<file path="src/hw/tcdt_regs.vh">
// Command codes, field positions, reset values and limits of the calibration/dead-time bank
`ifndef TCDT_REGS_VH
`define TCDT_REGS_VH

// Command codes of the bank
`define TCDT_CMD_EXT_SCALE      8'hd9
`define TCDT_CMD_EXT_OFFSET     8'hda
`define TCDT_CMD_SENSE_TC       8'hdc
`define TCDT_CMD_GAP_VALUES     8'hdd
`define TCDT_CMD_GAP_MODE       8'hde

// Reset values
`define TCDT_RST_EXT_SCALE      16'hba00
`define TCDT_RST_EXT_OFFSET     16'h0000
`define TCDT_RST_SENSE_TC       8'h27
`define TCDT_RST_GAP_VALUES     16'h1010
`define TCDT_RST_GAP_MODE       16'h8888

// Linear-11 layout
`define TCDT_L11_EXP_MSB        15
`define TCDT_L11_EXP_LSB        11
`define TCDT_L11_MAN_MSB        10
// Temperature fixed point: 1/16 degree per count
`define TCDT_TEMP_FRAC_BITS     4

// Tempco fields
`define TCDT_TC_SRC_BIT         7
`define TCDT_TC_FACTOR_MSB      6
`define TCDT_TC_FACTOR_MAX      7'h3f
`define TCDT_TC_REF_TEMP        12'h019
`define TCDT_TC_UNITY           24'h00_2710

// Dead-time mode fields: frozen bit and minimum field per byte lane
`define TCDT_GAP_FROZEN_BIT     7
`define TCDT_GAP_MIN_MSB        6
// Supported dead-time range in ns (10-bit signed)
`define TCDT_GAP_NS_LOW         10'h3f1
`define TCDT_GAP_NS_HIGH        10'h03c

// Offset limit +-100 degrees in 1/16 degree counts
`define TCDT_OFFSET_LIMIT       32'h0000_0640
// Divider iterations
`define TCDT_DIV_STEPS          6'h20
`endif

</file>
<file path="src/hw/tcdt_lin11_fix.v">
// Linear-11 to signed fixed point (1/16 degree) converter
`timescale 1ns/10ps
`include "tcdt_regs.vh"

module tcdt_lin11_fix (
  input  wire [15:0] i_lin,
  output reg  [31:0] o_fix
);

  reg signed [31:0] man_ext;
  reg signed [5:0]  shift_amt;
  reg        [5:0]  shift_mag;

  // Mantissa times two to the exponent, pre-scaled by the fraction bits
  always @* begin
    man_ext   = {{21{i_lin[`TCDT_L11_MAN_MSB]}}, i_lin[`TCDT_L11_MAN_MSB:0]};
    shift_amt = {i_lin[`TCDT_L11_EXP_MSB], i_lin[`TCDT_L11_EXP_MSB:`TCDT_L11_EXP_LSB]}
                + 6'sd4;
    shift_mag = shift_amt[5] ? (~shift_amt + 6'd1) : shift_amt;
    if (shift_amt[5]) begin
      o_fix = man_ext >>> shift_mag;
    end else begin
      o_fix = man_ext <<< shift_mag;
    end
  end

endmodule // tcdt_lin11_fix

</file>
<file path="src/hw/tcdt_divider.v">
// Sequential signed divider, one quotient bit per cycle
`timescale 1ns/10ps
`include "tcdt_regs.vh"

module tcdt_divider (
  input  wire        i_sys_clk,
  input  wire        i_rst_b,
  input  wire        i_start,
  input  wire [31:0] i_dividend,
  input  wire [10:0] i_divisor,
  output reg         o_done,
  output reg         o_div_zero,
  output reg  [31:0] o_quot
);

  reg [31:0] quot_q;
  reg [10:0] rem_q;
  reg [10:0] dmag_q;
  reg        neg_q;
  reg [5:0]  cnt_q;
  reg        busy_q;
  reg [11:0] rem_sh;

  // Shifted remainder for the trial subtraction
  always @* begin
    rem_sh = {rem_q, quot_q[31]};
  end

  // Restoring division on magnitudes; sign is fixed at the end
  always @(posedge i_sys_clk) begin
    if (!i_rst_b) begin
      quot_q     <= 32'h0000_0000;
      rem_q      <= 11'h000;
      dmag_q     <= 11'h000;
      neg_q      <= 1'b0;
      cnt_q      <= 6'h00;
      busy_q     <= 1'b0;
      o_done     <= 1'b0;
      o_div_zero <= 1'b0;
      o_quot     <= 32'h0000_0000;
    end else begin
      o_done <= 1'b0;
      if (i_start && !busy_q) begin
        quot_q <= i_dividend[31] ? (~i_dividend + 32'h0000_0001) : i_dividend;
        dmag_q <= i_divisor[10] ? (~i_divisor + 11'h001) : i_divisor;
        neg_q  <= i_dividend[31] ^ i_divisor[10];
        rem_q  <= 11'h000;
        cnt_q  <= `TCDT_DIV_STEPS;
        busy_q <= 1'b1;
      end else if (busy_q) begin
        if (rem_sh >= {1'b0, dmag_q}) begin
          rem_q <= rem_sh[10:0] - dmag_q;
          quot_q <= {quot_q[30:0], 1'b1};
        end else begin
          rem_q <= rem_sh[10:0];
          quot_q <= {quot_q[30:0], 1'b0};
        end
        cnt_q <= cnt_q - 6'h01;
        if (cnt_q == 6'h01) begin
          busy_q <= 1'b0;
          o_done <= 1'b1;
        end
      end
      // Final sign and divide-by-zero marking on the last step
      if (busy_q && cnt_q == 6'h01) begin
        o_div_zero <= (dmag_q == 11'h000);
        if (rem_sh >= {1'b0, dmag_q}) begin
          o_quot <= neg_q ? (~{quot_q[30:0], 1'b1} + 32'h0000_0001) : {quot_q[30:0], 1'b1};
        end else begin
          o_quot <= neg_q ? (~{quot_q[30:0], 1'b0} + 32'h0000_0001) : {quot_q[30:0], 1'b0};
        end
      end
    end
  end

endmodule // tcdt_divider

</file>
<file path="src/hw/tcdt_regbank.v">
// Calibration, tempco and dead-time configuration bank with its derived outputs
`timescale 1ns/10ps
`include "tcdt_regs.vh"

// Operation
// RQ1: Scale register is 16-bit linear-11, default 1.0, shared by both sensors.
// RQ2: Reported external temperature is measured divided by scale plus offset.
// RQ3: Offset register is linear-11 degrees, resets to zero, limited to +-100.
// RQ4: Tempco top bit picks internal or external sensors; external needs sensing enabled.
// RQ5: Low seven bits give factor per 100 ppm; ratio is one plus factor times T-25.
// RQ6: Correction opposes positive coefficient; same factor for both external sensors.
// RQ7: Tempco default 3900 ppm; usable factor range zero to 6300 ppm.
// RQ8: Dead-time register holds two signed bytes: high byte H-to-L, low L-to-H.
// RQ9: Positive dead time means a gap, negative means on-time overlap.
// RQ10: Dead time defaults to 16 ns each; supported range -15 to 60 ns.
// RQ11: Values write directly before mode write becomes new adaptive upper limit.
// RQ12: With adaptive control off, drive exactly the stored dead-time values; the code clamps them to -15..60 ns.
// RQ13: Bit 15 and bit 7 choose adaptive (0) or frozen (1) per transition.
// RQ14: Bits 14:8 and 6:0 set adaptive minimum dead time in 2 ns steps.
// RQ15: Mode register defaults to frozen, 8 ns minimum on both transitions.
// RQ16: All commands read and write, and writes obey write protection.
// RQ17: Linear-11 value equals signed mantissa times two to signed exponent.
// RQ18: Reset loads every register with its default before any access.
module tcdt_regbank (
  input  wire        i_sys_clk,
  input  wire        i_rst_b,
  input  wire        i_cmd_valid,
  input  wire        i_cmd_write,
  input  wire [7:0]  i_cmd_code,
  input  wire [15:0] i_cmd_wdata,
  input  wire        i_write_protect,
  output wire        o_cmd_done,
  output wire        o_cmd_err,
  output wire [15:0] o_cmd_rdata,
  input  wire        i_ext_sense_en,
  input  wire [15:0] i_int_temp,
  input  wire [15:0] i_ext_temp_a,
  input  wire [15:0] i_ext_temp_b,
  output wire [15:0] o_ext_rpt_a,
  output wire [15:0] o_ext_rpt_b,
  output wire        o_tc_src_ext,
  output wire [23:0] o_rsense_ratio_a,
  output wire [23:0] o_rsense_ratio_b,
  input  wire [9:0]  i_dt_hl_adapt,
  input  wire [9:0]  i_dt_lh_adapt,
  output wire [9:0]  o_dt_hl_ns,
  output wire [9:0]  o_dt_lh_ns,
  output wire        o_dt_hl_frozen,
  output wire        o_dt_lh_frozen,
  output wire [7:0]  o_dt_hl_max,
  output wire [7:0]  o_dt_lh_max,
  output wire [7:0]  o_dt_hl_min,
  output wire [7:0]  o_dt_lh_min
);

  // Sequencer states for the shared divider
  localparam [1:0] ST_IDLE = 2'b01;
  localparam [1:0] ST_BUSY = 2'b10;

  reg  [15:0] ext_temp_scale_q;
  reg  [15:0] ext_temp_offset_q;
  reg  [7:0]  sense_tc_correction_q;
  reg  [15:0] switch_gap_values_q;
  reg  [15:0] switch_gap_mode_q;
  reg  [15:0] gap_max_q;
  reg         values_last_q;
  reg         cmd_done_q;
  reg         cmd_err_q;
  reg  [15:0] cmd_rdata_q;
  reg  [1:0]  state_q;
  reg         sel_b_q;
  reg         div_start_q;
  reg  [31:0] dividend_q;
  reg  [15:0] ext_rpt_a_q;
  reg  [15:0] ext_rpt_b_q;
  reg         tc_src_ext_q;
  reg  [31:0] temp_shift;
  reg  [4:0]  exp_mag;
  reg  [15:0] quot_sat;
  reg  [31:0] offset_sat;
  reg  [31:0] rpt_sum;
  reg  [15:0] rpt_sat;
  reg  [6:0]  tc_use;
  wire        div_done;
  wire        div_zero;
  wire [31:0] div_quot;
  wire [31:0] offset_fix;
  wire [19:0] dt_adapt;
  wire [31:0] ext_temp_pair;
  wire        write_ok;

  assign write_ok      = i_cmd_valid && i_cmd_write && !i_write_protect;
  assign dt_adapt      = {i_dt_hl_adapt, i_dt_lh_adapt};
  assign ext_temp_pair = {i_ext_temp_b, i_ext_temp_a};

  // Command port: one access per valid, answered the next cycle
  always @(posedge i_sys_clk) begin
    if (!i_rst_b) begin
      // RQ18 defaults at reset
      ext_temp_scale_q      <= `TCDT_RST_EXT_SCALE;
      ext_temp_offset_q     <= `TCDT_RST_EXT_OFFSET;
      sense_tc_correction_q <= `TCDT_RST_SENSE_TC;
      switch_gap_values_q   <= `TCDT_RST_GAP_VALUES;
      switch_gap_mode_q     <= `TCDT_RST_GAP_MODE;
      gap_max_q             <= `TCDT_RST_GAP_VALUES;
      values_last_q         <= 1'b0;
      cmd_done_q            <= 1'b0;
      cmd_err_q             <= 1'b0;
      cmd_rdata_q           <= 16'h0000;
    end else begin
      cmd_done_q <= i_cmd_valid;
      cmd_err_q  <= 1'b0;
      if (i_cmd_valid) begin
        // Any command other than an accepted values write breaks the pairing
        values_last_q <= 1'b0;
        // RQ16 protected writes refused
        if (i_cmd_write && i_write_protect) begin
          cmd_err_q <= 1'b1;
        end
        case (i_cmd_code)
          `TCDT_CMD_EXT_SCALE: begin
            cmd_rdata_q <= ext_temp_scale_q;
            if (write_ok) begin
              ext_temp_scale_q <= i_cmd_wdata;
            end
          end
          `TCDT_CMD_EXT_OFFSET: begin
            cmd_rdata_q <= ext_temp_offset_q;
            if (write_ok) begin
              ext_temp_offset_q <= i_cmd_wdata;
            end
          end
          `TCDT_CMD_SENSE_TC: begin
            // Narrow register reads with zero upper byte
            cmd_rdata_q <= {8'h00, sense_tc_correction_q};
            if (write_ok) begin
              sense_tc_correction_q <= i_cmd_wdata[7:0];
            end
          end
          `TCDT_CMD_GAP_VALUES: begin
            cmd_rdata_q <= switch_gap_values_q;
            if (write_ok) begin
              switch_gap_values_q <= i_cmd_wdata;
              values_last_q       <= 1'b1;
            end
          end
          `TCDT_CMD_GAP_MODE: begin
            cmd_rdata_q <= switch_gap_mode_q;
            if (write_ok) begin
              switch_gap_mode_q <= i_cmd_wdata;
              // RQ11 latch new upper limit
              if (values_last_q) begin
                gap_max_q <= switch_gap_values_q;
              end
            end
          end
          default: begin
            // Unknown codes answer zero with an error
            cmd_rdata_q <= 16'h0000;
            cmd_err_q   <= 1'b1;
          end
        endcase
      end
    end
  end

  // Offset conversion from linear-11 to 1/16 degree
  // RQ17 offset decoding
  tcdt_lin11_fix u_offset_fix (
    .i_lin (ext_temp_offset_q),
    .o_fix (offset_fix)
  );

  // Dividend: temperature pre-shifted by the negated scale exponent
  always @* begin
    exp_mag = ext_temp_scale_q[15] ? (~ext_temp_scale_q[15:11] + 5'h01)
                                   : ext_temp_scale_q[15:11];
    temp_shift = sel_b_q ? {{16{ext_temp_pair[31]}}, ext_temp_pair[31:16]}
                         : {{16{ext_temp_pair[15]}}, ext_temp_pair[15:0]};
    // RQ1 scale exponent applied
    if (ext_temp_scale_q[15]) begin
      temp_shift = temp_shift << exp_mag;
    end else begin
      temp_shift = $signed(temp_shift) >>> exp_mag;
    end
  end

  // Shared divider: one sensor at a time keeps the area down at the cost of latency
  tcdt_divider u_div (
    .i_sys_clk  (i_sys_clk),
    .i_rst_b    (i_rst_b),
    .i_start    (div_start_q),
    .i_dividend (dividend_q),
    .i_divisor  (ext_temp_scale_q[10:0]),
    .o_done     (div_done),
    .o_div_zero (div_zero),
    .o_quot     (div_quot)
  );

  // Saturate quotient and offset, then add and saturate again
  always @* begin
    if (div_zero) begin
      quot_sat = 16'h7fff;
    end else if (!div_quot[31] && div_quot[30:15] != 16'h0000) begin
      quot_sat = 16'h7fff;
    end else if (div_quot[31] && div_quot[30:15] != 16'hffff) begin
      quot_sat = 16'h8000;
    end else begin
      quot_sat = div_quot[15:0];
    end
    // RQ3 offset limited to +-100 degrees
    if ($signed(offset_fix) > $signed(`TCDT_OFFSET_LIMIT)) begin
      offset_sat = `TCDT_OFFSET_LIMIT;
    end else if ($signed(offset_fix) < -$signed(`TCDT_OFFSET_LIMIT)) begin
      offset_sat = ~`TCDT_OFFSET_LIMIT + 32'h0000_0001;
    end else begin
      offset_sat = offset_fix;
    end
    rpt_sum = {{16{quot_sat[15]}}, quot_sat} + offset_sat;
    if ($signed(rpt_sum) > $signed(32'h0000_7fff)) begin
      rpt_sat = 16'h7fff;
    end else if ($signed(rpt_sum) < $signed(32'hffff_8000)) begin
      rpt_sat = 16'h8000;
    end else begin
      rpt_sat = rpt_sum[15:0];
    end
  end

  // Sequencer alternating the two external readings through the divider
  always @(posedge i_sys_clk) begin
    if (!i_rst_b) begin
      state_q     <= ST_IDLE;
      sel_b_q     <= 1'b0;
      div_start_q <= 1'b0;
      dividend_q  <= 32'h0000_0000;
      ext_rpt_a_q <= 16'h0000;
      ext_rpt_b_q <= 16'h0000;
    end else begin
      div_start_q <= 1'b0;
      case (state_q)
        ST_IDLE: begin
          dividend_q  <= temp_shift;
          div_start_q <= 1'b1;
          state_q     <= ST_BUSY;
        end
        ST_BUSY: begin
          if (div_done) begin
            // RQ2 scaled reading plus offset
            if (sel_b_q) begin
              ext_rpt_b_q <= rpt_sat;
            end else begin
              ext_rpt_a_q <= rpt_sat;
            end
            sel_b_q <= ~sel_b_q;
            state_q <= ST_IDLE;
          end
        end
        default: begin
          state_q <= ST_IDLE;
        end
      endcase
    end
  end

  // Tempco factor limited to its usable range
  always @* begin
    // RQ7 factor capped at 6300 ppm
    if (sense_tc_correction_q[`TCDT_TC_FACTOR_MSB:0] > `TCDT_TC_FACTOR_MAX) begin
      tc_use = `TCDT_TC_FACTOR_MAX;
    end else begin
      tc_use = sense_tc_correction_q[`TCDT_TC_FACTOR_MSB:0];
    end
  end

  // Source select; external falls back to internal when sensing is off
  always @(posedge i_sys_clk) begin
    if (!i_rst_b) begin
      tc_src_ext_q <= 1'b0;
    end else begin
      // RQ4 source selection
      tc_src_ext_q <= sense_tc_correction_q[`TCDT_TC_SRC_BIT] && i_ext_sense_en;
    end
  end

  // Sense ratio per phase, in 100 ppm counts where unity is 10000
  genvar gs;
  generate
    for (gs = 0; gs < 2; gs = gs + 1) begin : g_tc
      reg  [23:0] ratio_q;
      wire [15:0] temp_raw;
      wire [11:0] temp_deg;
      wire [11:0] temp_rel;
      wire [23:0] prod;
      assign temp_raw = tc_src_ext_q ? ext_temp_pair[gs*16 +: 16] : i_int_temp;
      assign temp_deg = temp_raw[15:`TCDT_TEMP_FRAC_BITS];
      assign temp_rel = temp_deg - `TCDT_TC_REF_TEMP;
      assign prod     = $signed({{12{temp_rel[11]}}, temp_rel}) * $signed({17'h0_0000, tc_use});
      always @(posedge i_sys_clk) begin
        if (!i_rst_b) begin
          ratio_q <= `TCDT_TC_UNITY;
        end else begin
          // RQ5 one plus factor times T-25
          // RQ6 same factor on both phases
          ratio_q <= `TCDT_TC_UNITY + prod;
        end
      end
    end
  endgenerate

  // Per-transition dead time: lane 1 is H-to-L, lane 0 is L-to-H
  genvar gd;
  generate
    for (gd = 0; gd < 2; gd = gd + 1) begin : g_dt
      reg  [9:0] ns_q;
      reg  [9:0] pick;
      wire [9:0] stored;
      wire [9:0] upper;
      wire [9:0] lower;
      wire [9:0] adapt;
      wire       frozen;
      // RQ8 signed byte per transition
      assign stored = {{2{switch_gap_values_q[gd*8+7]}}, switch_gap_values_q[gd*8 +: 8]};
      assign upper  = {{2{gap_max_q[gd*8+7]}}, gap_max_q[gd*8 +: 8]};
      // RQ14 minimum in ns on a 2 ns grid; bit 0 of the field is ignored
      assign lower  = {3'b000, switch_gap_mode_q[gd*8+1 +: 6], 1'b0};
      // RQ13 frozen bit per lane
      assign frozen = switch_gap_mode_q[gd*8+`TCDT_GAP_FROZEN_BIT];
      assign adapt  = dt_adapt[gd*10 +: 10];
      always @* begin
        // RQ12 frozen drives the stored value
        if (frozen) begin
          pick = stored;
        end else if ($signed(adapt) > $signed(upper)) begin
          pick = upper;
        end else if ($signed(adapt) < $signed(lower)) begin
          pick = lower;
        end else begin
          pick = adapt;
        end
        // RQ10 supported range clamp
        if ($signed(pick) > $signed(`TCDT_GAP_NS_HIGH)) begin
          pick = `TCDT_GAP_NS_HIGH;
        end else if ($signed(pick) < $signed(`TCDT_GAP_NS_LOW)) begin
          pick = `TCDT_GAP_NS_LOW;
        end
      end
      always @(posedge i_sys_clk) begin
        if (!i_rst_b) begin
          ns_q <= 10'h010;
        end else begin
          // RQ9 sign gives gap or overlap downstream
          ns_q <= pick;
        end
      end
    end
  endgenerate

  // Outputs straight from registers
  assign o_cmd_done       = cmd_done_q;
  assign o_cmd_err        = cmd_err_q;
  assign o_cmd_rdata      = cmd_rdata_q;
  assign o_ext_rpt_a      = ext_rpt_a_q;
  assign o_ext_rpt_b      = ext_rpt_b_q;
  assign o_tc_src_ext     = tc_src_ext_q;
  assign o_rsense_ratio_a = g_tc[0].ratio_q;
  assign o_rsense_ratio_b = g_tc[1].ratio_q;
  assign o_dt_hl_ns       = g_dt[1].ns_q;
  assign o_dt_lh_ns       = g_dt[0].ns_q;
  assign o_dt_hl_frozen   = switch_gap_mode_q[15];
  assign o_dt_lh_frozen   = switch_gap_mode_q[7];
  assign o_dt_hl_max      = gap_max_q[15:8];
  assign o_dt_lh_max      = gap_max_q[7:0];
  // Minimum is the field in ns, rounded down to the 2 ns grid
  assign o_dt_hl_min      = {1'b0, switch_gap_mode_q[14:9], 1'b0};
  assign o_dt_lh_min      = {1'b0, switch_gap_mode_q[6:1], 1'b0};

endmodule // tcdt_regbank

</file>
<file path="config.mk">
export PLATFORM = sky130hd
export DESIGN_NAME = tcdt_regbank
export DESIGN_NICKNAME = d
export VERILOG_FILES = /design/src/hw/tcdt_lin11_fix.v /design/src/hw/tcdt_divider.v /design/src/hw/tcdt_regbank.v
export VERILOG_INCLUDE_DIRS = /design/src /design/src/hw
export SDC_FILE = /design/constraint.sdc
export NUM_CORES = 2
export LEC_CHECK = 0
export ABC_AREA = 1
export BUFFER_PORTS_ARGS = -buffer_cell sky130_fd_sc_hd__buf_2
export CAP_MARGIN = 15
export CORE_MARGIN = 2
export CORE_UTILIZATION = 55
export CTS_CLUSTER_SIZE = 14
export DETAILED_ROUTE_END_ITERATION = 8
export GPL_TIMING_DRIVEN = 0
export PLACE_DENSITY = 0.74
export REMOVE_ABC_BUFFERS = 1
export SYNTH_ARGS = -nofsm -noshare
export SYNTH_HDL_FRONTEND = slang
export SYNTH_SLANG_ARGS = --single-unit
</file>
<file path="constraint.sdc">
create_clock -name i_sys_clk -period 9.6 [get_ports i_sys_clk]
set_input_delay 0.48 -clock i_sys_clk [delete_from_list [all_inputs] [get_ports i_sys_clk]]
set_output_delay 0.48 -clock i_sys_clk [all_outputs]
set_load 0.02 [all_outputs]
</file>
==> flow_summary_export.csv <==
group,metric,value,unit
sta,fin_tns_setup,0,ps
setup_path,r2r_start,"ext_temp_offset_q[11]$_SDFFE_PN0P_",
worst_hold_path,whs_path_depth,3,
cts,clkSinkCount,334,
setup_path,critPathLaunchType,"flip-flop",
placed_design,place_inst,5064,
detailed_routing,viasPerCell,5.541,
setup_path,cp_slowest_stage_delay,560,ps
worst_hold_path,hold_path.startpoint,"i_cmd_write",
cts,cts_tree,"yes",
setup_path,r2r_cells,34,
die,initial_core_util,55.76,%
sta,worstMarginPinSlew,1195,ps
setup_path,r2r_setup_slack,2030,ps
cts,ctsResizeCount,0,
cts,cts_buffer_depth,3,
die,core_area,0.05151,sq mm
setup_path,cp.required,10070,ps
detailed_routing,wl,81400,um
sta,max_slew_margin,19.71,%
power,irDropWorstVdd,0.1723,mV
power,p_leak,15.69,nW
logic_synthesis,synth_area_per_cell,6.700,sq um
logic_synthesis,synth_edf_count,0,
detailed_routing,ant_nets,0,
logic_synthesis,muxShareOfSynthArea,0.03485,%
sta,finalClockSkew,31.34,ps
logic_synthesis,synth_ff_type,"dfxtp_1",
logic_synthesis,ys_ff_latch,334,
layout,fin_cells,5139,
layout,fillers,5020,
cts,clock_latency,590,ps
sta,hold_violations,0,
global_routing,grt_overflow,0,
worst_hold_path,holdPathEnd,"o_cmd_err$_SDFF_PN0_",
setup_path,path_common_cell,"nand2_1",
status,status,"finished clean",
global_routing,grt_usage,29.86,%
logic_synthesis,yosys_warnings,0,
worst_hold_path,hold_path.class,"in2reg",
cts,cts.hold.buffers_added,0,
logic_synthesis,syn_area,0.02872,sq mm
detailed_routing,first_pass_iters,6,
sta,setup_viol,0,
job,maxCapViolCount,0,
global_routing,antenna_found_initial,2,
logic_synthesis,synth_adder_area_share,17.90,%
logic_synthesis,ys_seq_area_share,23.28,%
die,die_h,232.5,um
sta,max_freq,132.2,MHz
global_routing,grt_max_degree,122,
layout,fin_nets,4848,
placed_design,globalplace.congestion,0.9287,
logic_synthesis,synth_xor_area_share,2.684,%
layout,synthToLayoutAreaGrowth,10.04,%
layout,drive_gt1_share,8.616,%
layout,stdcell_area,0.03161,sq mm
logic_synthesis,ys_async_sr_fraction,0,%
setup_path,r2r-end,"o_ext_rpt_b[4]$_SDFFE_PN0P_",
sta,rsz0062_at_grt,"false",
setup_path,slowest_stage,"dfxtp_1",
setup_path,crit_path_max_fanout,30,
cts,clk_pin_slew,60,ps
setup_path,cp-end-kind,"flip-flop",
logic_synthesis,synthSimpleGateAreaFrac,24.47,%
logic_synthesis,synth_cell_types,58,
die,placementRows,83,
sta,period_share,78.82,%
detailed_routing,route.detailed.drc,0,
global_routing,first_global_vias,26340,
sta,drv_slew,0,
detailed_routing,vias,28480,
sta,min_period,7567,ps
placed_design,io_buffer_count,242,
die,dieArea,0.05407,sq mm
detailed_routing,wire_per_inst,15.84,um
placed_design,dpl.hpwl,63220,um
logic_synthesis,synth_top_family_by_area,"simple AND/OR/NAND/NOR gates",
detailed_routing,drtIter0Drc,2335,
die,die_w,232.5,um
logic_synthesis,syn_inst,4287,
die,io_pins,251,
setup_path,critPathArrivalTime,8040,ps
cts,htree_levels,2,
cts,post_cts_buffers,0,
placed_design,place_area,0.03030,sq mm
setup_path,setup.worst_path.class,"reg2reg",
global_routing,grt_pass1_wl,132300,um
logic_synthesis,synth_compound_area_share,19.84,%
cts,cts_root_buf,"clkbuf_16",
power,power.density,182.2,mW/mm^2
cts,cts_buffers,39,
## report_power, final
group	leakage, nW	internal, mW	switching (mW)
clock network	0.620	0.860	0.631
logic	12.4	1.01	1.65
registers	2.72	1.52	0.0864
## layout make-up
class	count	area (sq um)	share of cell area, %
Multi-Input combinational cell	3135	18830	59.57
Sequential cell	334	6686	21.16
Inverter	658	2472	7.823
Timing Repair Buffer	260	1488	4.707
Clock buffer	55	1096	3.468
Tap cell	680	850.8	2.692
Clock inverter	15	178.9	0.5661
Antenna cell	2	5.005	0.01584
## state kept, by name, summed over array words and instances (netlist names), 2 cells and up
name	flops
o_ext_rpt_b	16
sense_tc_correction_q	8
ext_temp_scale_q	16
o_ext_rpt_a	16
o_dt_hl_ns	10
u_div.cnt_q	6
gap_max_q	16
switch_gap_values_q	16
u_div.quot_q	32
u_div.o_quot	32
o_cmd_rdata	16
u_div.dmag_q	11
u_div.rem_q	11
o_rsense_ratio_a	21
state_q	2
switch_gap_mode_q	16
dividend_q	32
o_rsense_ratio_b	21
ext_temp_offset_q	16
o_dt_lh_ns	10
## logic make-up after synthesis
logic type | after synthesis
compound gates | 1010
xor+xnor | 88
fa+ha+maj | 322
buf+inv | 854
flops | 334
mux | 1
other cells | 2
simple gates | 1676
## routing by layer
metal	wire length (um)	GRT usage [%]
met1	35950	39.91
met2	38300	50.10
met3	4803	3.873
met4	2352	9.256
met5	0	0
## metrics by stage
step                      utilization [%]  worst slack (ps)  hold slack (ps)  power (mW)
final                               61.36              2033            148.5       5.758
after global routing                61.35              1004            135.6       6.237
after CTS                           61.29              2153            126.4       5.772
after detailed placement            58.82              2236            444.8       4.260
after global placement              58.26              2190            439.4       4.203
after floorplan                         -              3226            417.9       3.615
## critical path: cells and delay by family, from the launching register on
family	cells	cell delay, ps
fa+ha+maj	3	1170
buf+inv	4	920
flops	1	560
compound gates	3	920
xor+xnor	1	80
simple gates	23	3800
## cell usage after synthesis, types with 3 or more instances
library cell / instances / area share [%]
ha_1: 174 / 7.6
o21a_1: 30 / 0.78
inv_2: 7 / 0.092
a22oi_1: 34 / 0.89
o21bai_1: 17 / 0.44
and3_1: 3 / 0.065
o221ai_1: 3 / 0.092
nand3_1: 247 / 4.3
nor2_2: 3 / 0.065
xnor2_1: 34 / 1.0
dfxtp_1: 334 / 23
o32ai_1: 3 / 0.092
o21ai_0: 324 / 5.6
o22ai_1: 38 / 0.83
xor2_1: 54 / 1.6
buf_1: 4 / 0.052
buf_6: 7 / 0.27
nor4_1: 21 / 0.46
o21ai_1: 10 / 0.17
nand3_2: 7 / 0.24
a221oi_1: 15 / 0.46
nor3_1: 47 / 0.82
nand4_1: 41 / 0.89
clkinv_1: 9 / 0.12
nand2_2: 11 / 0.24
a211oi_1: 10 / 0.26
nand3b_1: 7 / 0.18
a21boi_0: 3 / 0.078
nor2_1: 396 / 5.2
o31ai_1: 15 / 0.39
buf_2: 10 / 0.17
inv_1: 642 / 8.4
clkbuf_1: 146 / 1.9
or2_2: 20 / 0.44
buf_4: 29 / 0.76
o211ai_1: 47 / 1.2
a21oi_1: 403 / 7.0
o2111ai_1: 6 / 0.18
a21o_1: 6 / 0.16
a31oi_1: 34 / 0.74
fa_1: 148 / 10
nand2_1: 863 / 11
## cell usage in the layout (no fill, tap or decap), types with 30 or more instances in the layout
cell type / synthesis / layout
a21oi_1: 403 / 403
dfxtp_1: 334 / 334
ha_1: 174 / 174
xor2_1: 54 / 54
clkbuf_16: 0 / 39
xnor2_1: 34 / 34
fa_1: 148 / 148
o22ai_1: 38 / 38
o211ai_1: 47 / 47
conb_1: 2 / 38
a31oi_1: 34 / 34
buf_2: 10 / 241
inv_1: 642 / 642
nand2_1: 863 / 863
nand3_1: 247 / 247
a22oi_1: 34 / 34
nand4_1: 41 / 41
nor2_1: 396 / 389
nor3_1: 47 / 46
o21ai_0: 324 / 323
o21a_1: 30 / 30
## worst max path at each step
stage          cells past startpoint                               start  slack [ps]                         endpoint
2_1_floorplan                     31             o_tc_src_ext$_SDFF_PN0_        3230  o_rsense_ratio_a[17]$_SDFF_PN0_
3_3_place_gp                      32             o_tc_src_ext$_SDFF_PN0_        2190  o_rsense_ratio_b[18]$_SDFF_PN0_
3_5_place_dp                      34  ext_temp_offset_q[11]$_SDFFE_PN0P_        2240      o_ext_rpt_b[4]$_SDFFE_PN0P_
4_1_cts                           34  ext_temp_offset_q[11]$_SDFFE_PN0P_        2150      o_ext_rpt_b[4]$_SDFFE_PN0P_
5_1_grt                           36  ext_temp_offset_q[11]$_SDFFE_PN0P_        1000     o_ext_rpt_b[12]$_SDFFE_PN0P_
6_report                          34  ext_temp_offset_q[11]$_SDFFE_PN0P_        2030      o_ext_rpt_b[4]$_SDFFE_PN0P_
(Power assumes the default switching activity.)
